==> src/rtl/apt_pkg.sv <==
// constants and types for the absolute position transfer block
package apt_pkg;
  localparam int unsigned CLK_MHZ      = 250;
  localparam int unsigned T_SON_MS     = 100;
  localparam int unsigned T_RDY_MS     = 20;
  localparam int unsigned T_EMGPWR_MS  = 200;
  localparam int unsigned T_CRSET_MS   = 20;
  localparam int unsigned MS_CYC       = CLK_MHZ * 1000;
  localparam int unsigned SON_CYC      = T_SON_MS * MS_CYC;
  localparam int unsigned RDY_CYC      = T_RDY_MS * MS_CYC;
  localparam int unsigned EMGPWR_CYC   = T_EMGPWR_MS * MS_CYC;
  localparam int unsigned CRSET_CYC    = T_CRSET_MS * MS_CYC;
  localparam int unsigned HOME_LIMIT   = 100000;
  localparam logic [7:0]  CMD_READ     = 8'h02;
  localparam logic [7:0]  DNUM_ABSPOS  = 8'h91;
  localparam logic [7:0]  ERR_COMM     = 8'h01;
  localparam logic [3:0]  ABS_SEL_DIG  = 4'h1;
  localparam logic [31:0] POS_RST      = 32'h0000_0000;
  localparam logic [16:0] HCNT_RST     = 17'h0_0000;

  typedef enum logic [3:0] {
    ST_OFF  = 4'b0001,
    ST_WAIT = 4'b0010,
    ST_BASE = 4'b0100,
    ST_RDY  = 4'b1000
  } apt_state_e;
endpackage

==> src/rtl/apt_abs_position.sv <==
// servo drive absolute position transfer, power sequencing and homing
// Summary of operation
// (RULE1) controller addresses read to our station
// (RULE2) command 02 data 91 returns position
// (RULE3) reply is 32-bit position, hex characters
// (RULE4) absolute mode needs parameter digit, power cycle
// (RULE5) first power-up raises erase alarm
// (RULE6) controller sets home after setup changes
// (RULE7) controller reads position at each servo-on
// (RULE8) reply loads internal position command register
// (RULE9) base circuit on 100 ms after servo-on
// (RULE10) ready follows base circuit by 20 ms
// (RULE11) controller pulses only after ready, position
// (RULE12) communication fault answers with error code
// (RULE13) controller retries, then handles error
// (RULE14) controller drops servo-on on alarm
// (RULE15) power-up forced stop: 200 ms, 20 ms
// (RULE16) forced stop in servo-on: 100 ms, 20 ms
// (RULE17) dog homing edge clears droop, stores home
// (RULE18) homing outside in-position raises warning
// (RULE19) data-set homing after 20 ms hold
// (RULE20) data-set homing allowed with servo off
// (RULE21) at most 100,000 home stores
// (RULE22) home-set clears counter, writes backup memory
`timescale 1ns/10ps
module apt_abs_position
  import apt_pkg::*;
#(
  parameter int unsigned SON_CYCLES    = SON_CYC,
  parameter int unsigned RDY_CYCLES    = RDY_CYC,
  parameter int unsigned EMGPWR_CYCLES = EMGPWR_CYC,
  parameter int unsigned CRSET_CYCLES  = CRSET_CYC
) (
  input  wire logic        mclk,
  input  wire logic        resetn,
  input  wire logic        servoOnInput,
  input  wire logic        forcedStopInput,
  input  wire logic        homeSetInput,
  input  wire logic        inPositionOutput,
  input  wire logic        zeroPulse,
  input  wire logic        dogMode,
  input  wire logic [3:0]  paramAbsDigit,
  input  wire logic        encoderFresh,
  input  wire logic [31:0] currentPos,
  input  wire logic        cmdValid,
  input  wire logic        cmdStationMatch,
  input  wire logic [7:0]  cmdCode,
  input  wire logic [7:0]  cmdDataNum,
  input  wire logic        cmdCommFault,
  input  wire logic        faultClear,
  output logic             baseOn,
  output logic             ready,
  output logic             faultOutput,
  output logic             homeWarn,
  output logic             absActive,
  output logic             replyValid,
  output logic             replyErr,
  output logic [7:0]       replyErrCode,
  output logic [63:0]      replyHex,
  output logic [31:0]      posCmd,
  output logic             droopClear,
  output logic             suddenStop,
  output logic             homeStore,
  output logic [31:0]      homePos,
  output logic             homeLimitHit
);

  // ****************************************
  // hex character conversion
  // ****************************************
  function automatic logic [63:0] toHex(input logic [31:0] v);
    logic [63:0] r;
    logic [3:0]  n;
    r = '0;
    for (int i = 0; i < 8; i++) begin
      n = v[i*4 +: 4];
      r[i*8 +: 8] = (n < 4'hA) ? (8'h30 + {4'h0, n}) : (8'h37 + {4'h0, n});
    end
    return r;
  endfunction

  // ****************************************
  // power-up capture and sequencing
  // ****************************************
  apt_state_e  state_q, state_d;
  logic [27:0] tmr_q, tmr_d;
  logic        init_q, init_d;
  logic        absAct_q, absAct_d;
  logic        fault_q, fault_d;
  logic        emgAtPwr_q, emgAtPwr_d;
  logic        fs_q, fs_d;
  logic        baseOn_q, baseOn_d;
  logic        ready_q, ready_d;

  always_comb begin
    state_d    = state_q;
    tmr_d      = tmr_q;
    init_d     = 1'b1;
    absAct_d   = absAct_q;
    fault_d    = fault_q;
    emgAtPwr_d = emgAtPwr_q;
    fs_d       = forcedStopInput;
    if (!init_q) begin
      // (RULE4) digit latched only at power-up
      absAct_d   = (paramAbsDigit == ABS_SEL_DIG);
      // (RULE5) erase alarm on fresh encoder
      fault_d    = (paramAbsDigit == ABS_SEL_DIG) && encoderFresh;
      emgAtPwr_d = forcedStopInput;
    end else if (faultClear && !encoderFresh) begin
      fault_d = 1'b0;
    end
    if (!servoOnInput || forcedStopInput || fault_q) begin
      state_d = ST_OFF;
      tmr_d   = '0;
      if (fs_q && !forcedStopInput) emgAtPwr_d = emgAtPwr_q;
    end else begin
      unique case (state_q)
        ST_OFF: begin
          state_d = ST_WAIT;
          tmr_d   = '0;
        end
        ST_WAIT: begin
          // (RULE9) (RULE15) (RULE16) base delay
          if (tmr_q + 28'd1 >= (emgAtPwr_q ? 28'(EMGPWR_CYCLES) : 28'(SON_CYCLES))) begin
            state_d    = ST_BASE;
            tmr_d      = '0;
            emgAtPwr_d = 1'b0;
          end else begin
            tmr_d = tmr_q + 28'd1;
          end
        end
        ST_BASE: begin
          // (RULE10) ready after base
          if (tmr_q + 28'd1 >= 28'(RDY_CYCLES)) begin
            state_d = ST_RDY;
          end else begin
            tmr_d = tmr_q + 28'd1;
          end
        end
        ST_RDY: state_d = ST_RDY;
      endcase
    end
    // outputs registered from the next state, so no decode sits on a pin
    baseOn_d = (state_d == ST_BASE) || (state_d == ST_RDY);
    ready_d  = (state_d == ST_RDY);
  end

  always_ff @(posedge mclk or negedge resetn) begin
    if (!resetn) begin
      state_q    <= ST_OFF;
      tmr_q      <= '0;
      init_q     <= 1'b0;
      absAct_q   <= 1'b0;
      fault_q    <= 1'b0;
      emgAtPwr_q <= 1'b0;
      fs_q       <= 1'b0;
      baseOn_q   <= 1'b0;
      ready_q    <= 1'b0;
    end else begin
      state_q    <= state_d;
      tmr_q      <= tmr_d;
      init_q     <= init_d;
      absAct_q   <= absAct_d;
      fault_q    <= fault_d;
      emgAtPwr_q <= emgAtPwr_d;
      fs_q       <= fs_d;
      baseOn_q   <= baseOn_d;
      ready_q    <= ready_d;
    end
  end

  // ****************************************
  // serial read and homing
  // ****************************************
  logic        rv_q, rv_d, re_q, re_d, dc_q, dc_d, hs_q, hs_d, hw_q, hw_d;
  logic        cr_q, lim_q, lim_d, done_q, done_d;
  logic [7:0]  ec_q, ec_d;
  logic [63:0] hex_q, hex_d;
  logic [31:0] pc_q, pc_d, hp_q, hp_d;
  logic [27:0] hold_q, hold_d;
  logic [16:0] hcnt_q, hcnt_d;
  logic        req, homeTry, servoOn;

  assign servoOn = (state_q == ST_RDY) || (state_q == ST_BASE);

  always_comb begin
    rv_d   = 1'b0;
    re_d   = 1'b0;
    ec_d   = ec_q;
    hex_d  = hex_q;
    pc_d   = pc_q;
    dc_d   = 1'b0;
    hs_d   = 1'b0;
    hw_d   = hw_q;
    hp_d   = hp_q;
    hold_d = homeSetInput ? hold_q : '0;
    hcnt_d = hcnt_q;
    lim_d  = (hcnt_q >= 17'(HOME_LIMIT));
    done_d = homeSetInput ? done_q : 1'b0;
    req    = cmdValid && cmdStationMatch && cmdCode == CMD_READ && cmdDataNum == DNUM_ABSPOS;
    if (req && absAct_q) begin
      if (cmdCommFault) begin
        // (RULE12) error code reply
        re_d = 1'b1;
        ec_d = ERR_COMM;
      end else begin
        // (RULE2) (RULE3) hex position reply
        rv_d  = 1'b1;
        hex_d = toHex(currentPos);
        // (RULE8) same value to command reg
        pc_d  = currentPos;
      end
    end
    homeTry = 1'b0;
    if (dogMode) begin
      // (RULE17) rising edge at zero pulse
      homeTry = homeSetInput && !cr_q && zeroPulse;
    end else if (homeSetInput && !done_q) begin
      // (RULE19) (RULE20) hold time, servo on or off
      if (hold_q + 28'd1 >= 28'(CRSET_CYCLES)) begin
        homeTry = 1'b1;
        done_d  = 1'b1;
      end else begin
        hold_d = hold_q + 28'd1;
      end
    end
    if (homeSetInput && !cr_q && servoOn && !inPositionOutput) begin
      // (RULE18) warning
      hw_d = 1'b1;
    end else if (homeTry && (!servoOn || inPositionOutput) && !lim_q) begin
      // (RULE21) (RULE22) store, clear counter
      hw_d   = 1'b0;
      hs_d   = 1'b1;
      dc_d   = 1'b1;
      hp_d   = currentPos;
      pc_d   = POS_RST;
      hcnt_d = hcnt_q + 17'd1;
    end
  end

  always_ff @(posedge mclk or negedge resetn) begin
    if (!resetn) begin
      rv_q   <= 1'b0;
      re_q   <= 1'b0;
      ec_q   <= '0;
      hex_q  <= '0;
      pc_q   <= POS_RST;
      dc_q   <= 1'b0;
      hs_q   <= 1'b0;
      hw_q   <= 1'b0;
      hp_q   <= POS_RST;
      hold_q <= '0;
      hcnt_q <= HCNT_RST;
      cr_q   <= 1'b0;
      lim_q  <= 1'b0;
      done_q <= 1'b0;
    end else begin
      rv_q   <= rv_d;
      re_q   <= re_d;
      ec_q   <= ec_d;
      hex_q  <= hex_d;
      pc_q   <= pc_d;
      dc_q   <= dc_d;
      hs_q   <= hs_d;
      hw_q   <= hw_d;
      hp_q   <= hp_d;
      hold_q <= hold_d;
      hcnt_q <= hcnt_d;
      cr_q   <= homeSetInput;
      lim_q  <= lim_d;
      done_q <= done_d;
    end
  end

  assign baseOn       = baseOn_q;
  assign ready        = ready_q;
  assign faultOutput  = fault_q;
  assign homeWarn     = hw_q;
  assign absActive    = absAct_q;
  assign replyValid   = rv_q;
  assign replyErr     = re_q;
  assign replyErrCode = ec_q;
  assign replyHex     = hex_q;
  assign posCmd       = pc_q;
  assign droopClear   = dc_q;
  assign suddenStop   = dc_q;
  assign homeStore    = hs_q;
  assign homePos      = hp_q;
  assign homeLimitHit = lim_q;
endmodule

==> config.mk <==
export PLATFORM = sky130hd
export DESIGN_NAME = apt_abs_position
export DESIGN_NICKNAME = d
export VERILOG_FILES = /design/src/rtl/apt_pkg.sv /design/src/rtl/apt_abs_position.sv
export SDC_FILE = /design/constraint.sdc
export NUM_CORES = 1
export LEC_CHECK = 0
export CAP_MARGIN = 40
export CORE_AREA = 2 2 197 238
export DETAILED_ROUTE_END_ITERATION = 10
export DIE_AREA = 0 0 199 240
export DONT_BUFFER_PORTS = 1
export PLACE_DENSITY_LB_ADDON = 0.1
export SYNTH_ARGS = -nofsm -noshare
export SYNTH_HDL_FRONTEND = slang
export SYNTH_SLANG_ARGS = --single-unit
==> constraint.sdc <==
create_clock -name mclk -period 4.5 [get_ports mclk]
set_input_delay 0.225 -clock mclk [delete_from_list [all_inputs] [get_ports mclk]]
set_output_delay 0.225 -clock mclk [all_outputs]
set_load 0.02 [all_outputs]
==> metrics.txt, run 1 <==
insertion delay to the later sink of the worst-skew pair=580 ps; Antenna Cells=0; y dimension of the die=240 um; number of ports placed on the die boundary=212; worst slew slack as a fraction of its limit=49.55%; clock tree buffer depth=3; cell count after placement=1796; transition time of the tightest slew-check pin=756.8 ps; startpoint class of the critical path=flop; number of antenna violations at the first check in global routing=0; count of endpoints failing hold in the final timing report=212; Post-Layout Cell Count=1902; overall fraction of global-route tracks in use=14.52%; Initial Utilization=24.66%; number of maximum-capacitance constraint violations=0; via count of the first global-routing pass=9059; category of the worst setup path capture point=flop; CTS HTree Levels=1; yosys synthesis warning count=0; xor and xnor area share after synthesis=3.980%; Pwr per Cell Area=355.3 nW/um2; Required @ worst endpoint=4940 ps; Residual DRC=0; count of routing violations after the opening detailed-route iteration=394; area taken by multi-input logic gates=5429 um2; violated checks=negative hold slack; cell family contributing the most delay on the critical path=simple AND/OR/NAND/NOR gates; fraction of layout instances using a drive strength above 1=10.65%; site row count=86; wire length per cell=18.12 um; area inside the core boundary=45520 um2; routed vias=9042; largest clock skew in the final design=24.69 ps; share of flip-flops with an asynchronous set or reset after synthesis=100.0%; Routability Congestion=0.7829; arrival time reported for the critical path endpoint=4610 ps; Post-CTS Hold Buffers=53; max frequency=240.1 MHz; FF-to-FF setup slack=330 ps; antenna-violating nets left=0; root buf cell=sky130_fd_sc_hd__clkbuf_16; # fillers=4807; maximum number of pins on one net before global-route repair=213; path category of the worst min-delay check=input pin to async pin; CTS tree=yes; clock-pin slew on the worst setup and hold paths=60 ps; number of detailed-route iterations in the first pass=5; Leak=5.879 nW; Reg area=5306 um2; total negative slack for setup checks=0 ps; final hold slack=-662.7 ps; post-route worst setup slack=334.4 ps; final period utilization=92.57%; grt total ovfl=0; mean post-synth cell area=9.283 um2; Final setup viols=0; placed wire-length estimate after detailed placement=23.01 mm; kind of critical path=flop to flop; number of port buffers=0; clock sink count=212; wire length of the first global-routing pass=54.72 mm; Final Net Count=1353; placed inst area=12000 um2; Design Area, Final=13520 um2; RSZ-0062 raised after global routing=false; Seq/Total Area, Yosys=47.28%; crit path from=tmr_q[12]; cell area after synthesis=11220 um2; fraction of synthesized area in multiplexers=4.404%; layout overhead on the synthesized area=20.42%; Simple-Gate Fraction of Synth Area=21.25%; Total Die Area=47760 um2; status=complete, but fails checks; most instantiated flip-flop cell in the synthesis netlist=sky130_fd_sc_hd__dfrtp_1; DIE WIDTH=199 um; register bit total from synthesis=212; IR drop worst, VDD=0.2790 mV; RR Startpoint=tmr_q[12]; top fanout value on the critical path=13; arithmetic-cell share of the synthesized area counting full adders, half adders and majority gates=2.676%; post-synth cell types=79; slowest cell on the critical path=sky130_fd_sc_hd__or4_1; CP Cell Sequence=nand4_2 > or4_1 > nor3_2 > nand3_1 > xnor2_1 > ha_1 > and3_1 > nand2_1 > or4_1 > a222oi_1 > o211ai_1 > and3_2 > and3_1 > a221o_1; Gate Count Post-Synth=1209; compound-cell area share of the yosys netlist=15.32%; Post-synth EDFFs=0; post-layout minimum cycle time=4166 ps; pre-CTS worst setup slack=220.1 ps; final slew viol count=0; largest family of logic cells by synthesized area=simple AND/OR/NAND/NOR gates; crit path buf inv count=0; average vias per placed instance=4.754; number of clock buffers inserted by TritonCTS=28; final wirelength=34.46 mm; biggest cell delay along the critical path=620 ps
logic make-up (layout without fill, tap and decap cells):
kind of cell,count (synthesis),after routing
other cells,2,16
flops,212,212
compound gates,262,262
simple gates,488,488
buf+inv,125,188
mux,45,45
fa+ha+maj,24,24
xor+xnor,51,51
timing repair:
action,in CTS,in global routing
gates resized for setup,0,1
setup buffers,0,1
setup endpoints to repair,0,15
endpoints found under the hold margin,352,212
synth_stat cells, drive strengths merged, types with 3 or more instances:
cell type	n	area (um2)
o21a	4	30.03
nand3	43	220.2
a211oi	16	120.1
o21ai	54	270.3
inv	45	168.9
o22ai	3	18.77
o41ai	8	70.07
and2	21	131.4
o31ai	13	102.6
nand2b	5	31.28
nor4	10	68.81
xnor2	43	376.6
a21oi	88	455.4
clkbuf	46	172.7
nor2	115	431.7
or4	10	75.07
nor4b	4	35.03
and3	26	162.7
o211ai	5	37.54
nand2	157	589.3
a21o	20	150.1
or2	3	18.77
and4	9	78.83
mux2i	10	100.1
or3	19	118.9
nand4	30	200.2
nand3b	4	30.03
ha	24	300.3
a31oi	13	96.34
nor3	22	115.1
dfrtp	211	5280
mux2	35	394.1
nor3b	5	37.54
xor2	8	70.07
buf	33	219.0
a221o	6	60.06
o311ai	5	43.80
layout by cell type (no fill, tap or decap), types with 33 or more instances in the layout:
master	synthesis	final
sky130_fd_sc_hd__dfrtp_1	211	211
sky130_fd_sc_hd__nand2_1	157	157
sky130_fd_sc_hd__nor2_1	115	115
sky130_fd_sc_hd__a21oi_1	86	86
sky130_fd_sc_hd__dlygate4sd3_1	0	53
sky130_fd_sc_hd__inv_1	45	45
sky130_fd_sc_hd__xnor2_1	43	43
sky130_fd_sc_hd__nand3_1	42	41
sky130_fd_sc_hd__o21ai_0	41	41
sky130_fd_sc_hd__mux2_2	35	35
sky130_fd_sc_hd__buf_4	19	33
registers in the layout, summed over array words and instances, names as in the netlist, 4 cells and up:
name      cells
hold_q       28
homePos      32
posCmd       32
state_q       4
hcnt_q       17
tmr_q        28
replyHex     56
worst paths after layout:
kind,endpoint,cells past startpoint
min in group mclk,hold_q[22],3
max in group asynchronous,tmr_q[26],0
max,tmr_q[15],14
max reg2reg,tmr_q[15],14
min,replyHex[49],0
min reg2reg,hcnt_q[16],1
per-layer routing:
metal	part of all wire (%)	global-route usage, %	up-vias	wire [um]
met3	5.0	2.749	46	1730
met2	50	25.29	207	17240
met5	0	0	-	0
met1	42	18.03	4391	14630
met4	2.5	4.545	0	864
li1	-	-	4398	-
cell type report:
cell class	count	area share, %
well taps	616	5.703
multi-input cells	886	40.17
clock inverters	9	0.9072
clock buffers	43	6.341
flip-flops and latches	212	39.26
inverters	46	1.278
repair buffers	90	6.341
power by group:
group,internal (W),total (W),switching (W)
registers,0.00200,0.00217,0.000169
logic,0.000132,0.000278,0.000146
clock network,0.00142,0.00236,0.000932
per-stage QoR:
step	hold WS, ps	util [%]	total power, W
after floorplan	-70.59	-	0.002371
after global placement	-65.29	26.27	0.002425
after detailed placement	-65.58	26.36	0.002429
after global routing	-697.9	29.69	0.005037
after CTS	-698.6	29.67	0.004913
final	-662.7	29.69	0.004802
Note: power is estimated with default switching activity, not from simulation.
==> run 2, diff against run 1 <==
Settings changed: CORE_AREA 2 2 197 238 to 2 2 134 162, DIE_AREA 0 0 199 240 to 0 0 136 164.
Clock period 4.5 ns to 3.71 ns, I/O delays scaled along.
==> metrics.txt, run 2 (synthesized netlist as in run 1, its figures left out) <==
number of ports placed on the die boundary=212 (unchanged); final hold slack=-631.0 ps (+31.69 ps); transition time of the tightest slew-check pin=847.7 ps (+90.93 ps); CTS tree=yes; RSZ-0062 raised after global routing=true; antenna-violating nets left=0 (unchanged); via count of the first global-routing pass=8954 (-1.2%); Antenna Cells=0 (unchanged); maximum number of pins on one net before global-route repair=213 (unchanged); Final Power=0.005345 W (+11%); # fillers=1752 (-64%); IR drop worst, VDD=0.3384 mV (+21%); Most Crowded Layer GR=met2; Final setup viols=6 (+6); flip-flop count of the largest register, all copies and words added=56 (unchanged); violated checks=negative hold slack, negative setup slack; most frequent cells in the layout=sky130_fd_sc_hd__dfrtp_1 (209), sky130_fd_sc_hd__nand2_1 (156), sky130_fd_sc_hd__nor2_1 (114); max frequency=267.8 MHz (+12%); wire length of the first global-routing pass=47.63 mm (-13%); Required @ worst endpoint=4100 ps (-840 ps); clock sink count=212 (unchanged); layout overhead on the synthesized area=19.01%; number of port buffers=0 (unchanged); site row count=58 (-33%); final wirelength=30.25 mm (-12%); Initial Utilization=54.08% (+29 points); path category of the worst min-delay check=input pin to async pin; Post-CTS Hold Buffers=55 (+3.8%); post-layout minimum cycle time=3734 ps (-432.1 ps); clock-pin slew on the worst setup and hold paths=60 ps (about the same); worst slew slack as a fraction of its limit=43.48% (-6.1 points); status=complete, but fails checks; met1 usage in global routing=32.71% (+15 points); post-layout util=64.35% (+35 points); clock tree buffer depth=3 (unchanged); total negative slack for setup checks=-120.3 ps (-120.3 ps); fraction of layout instances using a drive strength above 1=13.72% (+3.1 points); Post-Layout Cell Count=1582 (-17%); largest clock skew in the final design=7.884 ps (-16.80 ps); y dimension of the die=164 um (-32%); Crit Reg-Reg Endpoint=tmr_q[16]; final period utilization=100.6% (+8.1 points); startpoint class of the critical path=flop; RR Startpoint=tmr_q[6]; Residual DRC=0 (unchanged); number of maximum-capacitance constraint violations=0 (unchanged); Pwr per Cell Area=400.2 nW/um2 (+13%); area inside the core boundary=20750 um2 (-54%); count of endpoints failing hold in the final timing report=212 (unchanged); Total Die Area=22300 um2 (-53%); post-route worst setup slack=-23.55 ps (-357.9 ps); wire length per cell=19.12 um (+5.5%); category of the worst setup path capture point=flop; final slew viol count=0 (unchanged); Routability Congestion=0.9375 (+20%); Leak=6.070 nW (+3.3%); cells on worst reg2reg path=16 (+2); count of routing violations after the opening detailed-route iteration=526 (+34%); top fanout value on the critical path=9 (-4); grt total ovfl=0 (unchanged); number of clock buffers inserted by TritonCTS=23 (-18%); average vias per placed instance=5.905 (+24%); placed wire-length estimate after detailed placement=19.99 mm (-13%); insertion delay to the later sink of the worst-skew pair=510 ps (-70 ps); number of antenna violations at the first check in global routing=0 (unchanged); FF-to-FF setup slack=-20 ps (-360 ps); cell count after placement=1480 (-18%); routed vias=9342 (+3.3%); Final Net Count=1386 (+2.4%); pre-CTS worst setup slack=-115.7 ps (-335.8 ps); most common cell after layout, fill and taps aside=sky130_fd_sc_hd__dfrtp_1; overall fraction of global-route tracks in use=26.72% (+12 points); CTS HTree Levels=1 (unchanged); grt met2 use=46.69% (+21 points); met3 track utilization from global routing=4.568% (+1.8 points); number of detailed-route iterations in the first pass=5 (unchanged); kind of critical path=flop to flop; arrival time reported for the critical path endpoint=4130 ps (-480 ps); root buf cell=sky130_fd_sc_hd__clkbuf_16; DIE WIDTH=136 um (-32%)
[run 2: cell types whose count changed in the layout (fill, tap and decap cells not counted), moves of 3 or more]
cell	before	now
sky130_fd_sc_hd__buf_4	33	65
sky130_fd_sc_hd__clkbuf_16	28	23
sky130_fd_sc_hd__clkbuf_8	10	5
sky130_fd_sc_hd__clkinv_2	5	1
sky130_fd_sc_hd__buf_12	2	5
sky130_fd_sc_hd__nand3_1	41	38
sky130_fd_sc_hd__nand3_2	1	4
[run 2: power by group]
| group | internal [W] | leakage (nW) | switching, W |
|---|---|---|---|
| clock network | 0.00145 | 0.378 | 0.000912 |
| logic | 0.000173 | 2.82 | 0.000193 |
| registers | 0.00242 | 2.87 | 0.000196 |
| total | 0.00404 | 6.07 | 0.00130 |
[run 2: area by class of cell]
| cell class | instances | area (um2) | share of cell area [%] |
|---|---|---|---|
| clock inverter | 5 | 103.9 | 0.7775 |
| multi-input combinational | 886 | 5574 | 41.73 |
| sequential | 212 | 5309 | 39.75 |
| inverter | 46 | 172.7 | 1.293 |
| tap | 270 | 337.8 | 2.529 |
| timing repair buffer | 128 | 1189 | 8.899 |
| clock buffer | 35 | 670.6 | 5.021 |
[run 2: worst max path at each step]
stage          startpoint   endpoint  slack [ps]  depth (start not counted)
2_1_floorplan    tmr_q[6]  tmr_q[20]         -50                         16
3_3_place_gp     tmr_q[6]   tmr_q[8]         -40                         16
3_5_place_dp    tmr_q[10]  tmr_q[11]        -120                         17
4_1_cts          tmr_q[8]  tmr_q[16]          -7                         16
5_1_grt          tmr_q[0]   tmr_q[5]        -190                         19
6_report         tmr_q[6]  tmr_q[16]         -20                         16
[run 2: critical path: stages, from the launching register on]
cell                       delay [ps]
sky130_fd_sc_hd__dfrtp_1          380
sky130_fd_sc_hd__nand4_4          150
sky130_fd_sc_hd__or4_4            540
sky130_fd_sc_hd__nor3_4           160
sky130_fd_sc_hd__nand3_2           90
sky130_fd_sc_hd__xnor2_1          160
sky130_fd_sc_hd__ha_1             300
sky130_fd_sc_hd__and3_1           170
sky130_fd_sc_hd__nand2_1           50
sky130_fd_sc_hd__or4_4            410
sky130_fd_sc_hd__a222oi_1         240
sky130_fd_sc_hd__o211ai_1         160
sky130_fd_sc_hd__buf_4            170
sky130_fd_sc_hd__nand3_2           90
sky130_fd_sc_hd__a21oi_4           60
sky130_fd_sc_hd__buf_6            170
sky130_fd_sc_hd__a221o_1          290
[run 2: per-stage QoR]
stage,hold WS (ps),cell area [um2]
CTS,-648.7,13220
global route,-652.5,13360
floorplan,-110.1,11340
global placement,-104.9,11830
finish,-631.0,13360
detailed placement,-104.4,11850
[run 2: per-layer routing]
metal  up-vias  part of all wire, %
met2       276                   50
met5         -                    0
met3        78                  6.0
met1      4542                   40
li1       4446                    -
met4         0                  3.8
[run 2: timing repair]
action                                  CTS  global route
endpoints found under the setup margin   22            32
resized for setup                         6            20
setup buffers                             2             5
endpoints found under the hold margin   351           212
pin swaps                                 2             6
==> run 3, diff against run 2 <==
Settings changed: CORE_AREA 2 2 134 162 to 2 2 131 165, DIE_AREA 0 0 136 164 to 0 0 133 167, PLACE_DENSITY set to 0.72, PLACE_DENSITY_LB_ADDON 0.1 to not set.
==> metrics.txt, run 3 (synthesized netlist as in run 1, its figures left out) <==
part of the total power dissipated in the clock network=42.8% (-1.4 points); most common cell after layout, fill and taps aside=sky130_fd_sc_hd__dfrtp_1; maximum number of pins on one net before global-route repair=213 (unchanged); number of port buffers=0 (unchanged); post-layout minimum cycle time=3783 ps (+49.37 ps); via count of the first global-routing pass=9347 (+4.4%); combinational cell fraction of total power=6.8% (about the same); CTS tree=yes; category of the worst setup path capture point=flop; Leak=6.047 nW (-0.38%); max frequency=264.3 MHz (-1.3%); Final Net Count=1396 (+0.72%); count of routing violations after the opening detailed-route iteration=607 (+15%); clock-pin slew on the worst setup and hold paths=60 ps (about the same); Design Area, Final=13330 um2 (-0.22%); number of antenna violations at the first check in global routing=0 (unchanged); Antenna Cells=0 (unchanged); biggest cell delay along the critical path=520 ps (-20 ps); placed inst area=11870 um2 (+0.11%); wire length per cell=18.28 um (-4.4%); flip-flop count of the largest register, all copies and words added=56 (unchanged); grt total ovfl=0 (unchanged); path category of the worst min-delay check=input pin to async pin; Initial Utilization=54.49% (+0.42 points); Internal Pwr Total=0.003885 W (-3.9%); CP Cell Sequence=nand4_4 > or4_4 > nor3_4 > nand3_2 > xnor2_2 > ha_1 > and3_4 > nand2_1 > or4_4 > a222oi_1 > o211ai_1 > buf_4 > nand3_4 > a21oi_4 > buf_12 > a221o_1; most frequent cells in the layout=sky130_fd_sc_hd__dfrtp_1 (209), sky130_fd_sc_hd__nand2_1 (153), sky130_fd_sc_hd__nor2_1 (113); Required @ worst endpoint=4110 ps (about the same); Routability Congestion=0.9198 (-1.9%); switching power as a share of total power=25.38% (+1.1 points); transition time of the tightest slew-check pin=895.5 ps (+47.80 ps); clock sink count=212 (unchanged); final hold slack=-647.9 ps (-16.91 ps); Final setup viols=14 (+8); Pwr per Cell Area=390.7 nW/um2 (-2.4%); final period utilization=102.0% (+1.3 points); RSZ-0062 raised after global routing=true; Sequential Power Share=50.4% (+1.4 points); fraction of layout instances using a drive strength above 1=14.35% (+0.63 points); pre-CTS worst setup slack=-181.7 ps (-65.97 ps); kind of critical path=flop to flop; CTS HTree Levels=1 (unchanged); worst slew slack as a fraction of its limit=40.30% (-3.2 points); top fanout value on the critical path=6 (-3); startpoint class of the critical path=flop; layout overhead on the synthesized area=18.75%; placed wire-length estimate after detailed placement=19.21 mm (-3.9%); Total Die Area=22210 um2 (-0.42%); arrival time reported for the critical path endpoint=4190 ps (+60 ps); net switching component of the power=0.001322 W (+1.6%); routed vias=9454 (+1.2%); area inside the core boundary=20600 um2 (-0.77%); overall fraction of global-route tracks in use=25.85% (-0.87 points); number of maximum-capacitance constraint violations=0 (unchanged); status=complete, but fails checks; final slew viol count=0 (unchanged); Post-CTS Hold Buffers=55 (unchanged); antenna-violating nets left=0 (unchanged); IR drop worst, VDD=0.4396 mV (+30%); number of clock buffers inserted by TritonCTS=23 (unchanged); count of endpoints failing hold in the final timing report=212 (unchanged); number of detailed-route iterations in the first pass=5 (unchanged); largest clock skew in the final design=9.028 ps (+1.144 ps); root buf cell=sky130_fd_sc_hd__clkbuf_16; slowest cell on the critical path=sky130_fd_sc_hd__or4_4; Residual DRC=0 (unchanged); average vias per placed instance=5.916 (+0.19%); clock tree buffer depth=3 (unchanged); post-route worst setup slack=-72.93 ps (-49.37 ps); y dimension of the die=167 um (+1.8%); wire length of the first global-routing pass=47.28 mm (-0.74%); post-layout util=64.71% (+0.36 points); DIE WIDTH=133 um (-2.2%); number of ports placed on the die boundary=212 (unchanged); final wirelength=29.21 mm (-3.4%); Most Frequent Cell on Critical Path=sky130_fd_sc_hd__or4_4; violated checks=negative hold slack, negative setup slack; insertion delay to the later sink of the worst-skew pair=530 ps (+20 ps); site row count=59 (+1.7%)
[run 3: changes by cell type in the layout (fill, tap and decap cells not counted), sizes merged]
cell / change
buf: +9
clkinv: +3
bufinv: -2
clkinvlp: +2
[run 3: per-stage QoR]
step,power (W),TNS [ps],std cells
2_1_floorplan,0.002876,-410.0,1223
3_3_place_gp,0.002924,-793.1,1491
3_5_place_dp,0.002941,-1739,1491
4_1_cts,0.005242,-384.2,1593
5_1_grt,0.005396,-3154,1598
6_report,0.005207,-691.4,1598
[run 3: power by group through the flow]
stage          Combinational (W)  Clock (W)  Sequential (W)
4_1_cts                 0.000348    0.00227         0.00263
5_1_grt                 0.000392    0.00236         0.00264
3_5_place_dp            0.000277          0         0.00266
3_3_place_gp            0.000263          0         0.00266
6_report                0.000355    0.00223         0.00262
2_1_floorplan           0.000245          0         0.00263
[run 3: layout make-up]
type | count | area (um2)
Fill cell | 1675 | 7268
Clock buffer | 34 | 646.9
Tap cell | 274 | 342.8
Clock inverter | 8 | 85.08
Inverter | 46 | 172.7
Timing Repair Buffer | 138 | 1244
Sequential cell | 212 | 5309
Multi-Input combinational cell | 886 | 5528
[run 3: timing repair]
item	CTS	global route
pin swaps	2	4
buffers inserted	5	4
gates cloned	0	1
setup endpoints to repair	21	30
gates resized for setup	8	17
hold endpoints to repair	352	212
[run 3: layer usage]
layer  GRT usage [%]  part of all wire (%)  vias to the layer above
met5               0                     0                        -
met4           11.13                   4.4                        0
met3           4.627                   6.0                       93
met2           45.26                    50                      336
met1           31.20                    39                     4563
li1                -                     -                     4462
[run 3: final timing paths]
path / startpoint / endpoint / slack (ps) / cells after the start
max: tmr_q[6] / tmr_q[15] / -70 / 16
min: resetn / replyHex[26] / -650 / 0
max reg2reg: tmr_q[6] / tmr_q[15] / -70 / 16
min reg2reg: hcnt_q[9] / hcnt_q[9] / 480 / 1
max in group asynchronous: resetn / state_q[0] / 4110 / 0
min in group mclk: currentPos[22] / replyHex[41] / 10 / 3
[run 3: critical path: cells and delay by family, from the launching register on]
| kind | cells | cell delay [ps] |
|---|---|---|
| xor+xnor | 1 | 160 |
| flops | 1 | 390 |
| compound gates | 4 | 790 |
| simple gates | 8 | 1670 |
| buf+inv | 2 | 340 |
| fa+ha+maj | 1 | 300 |
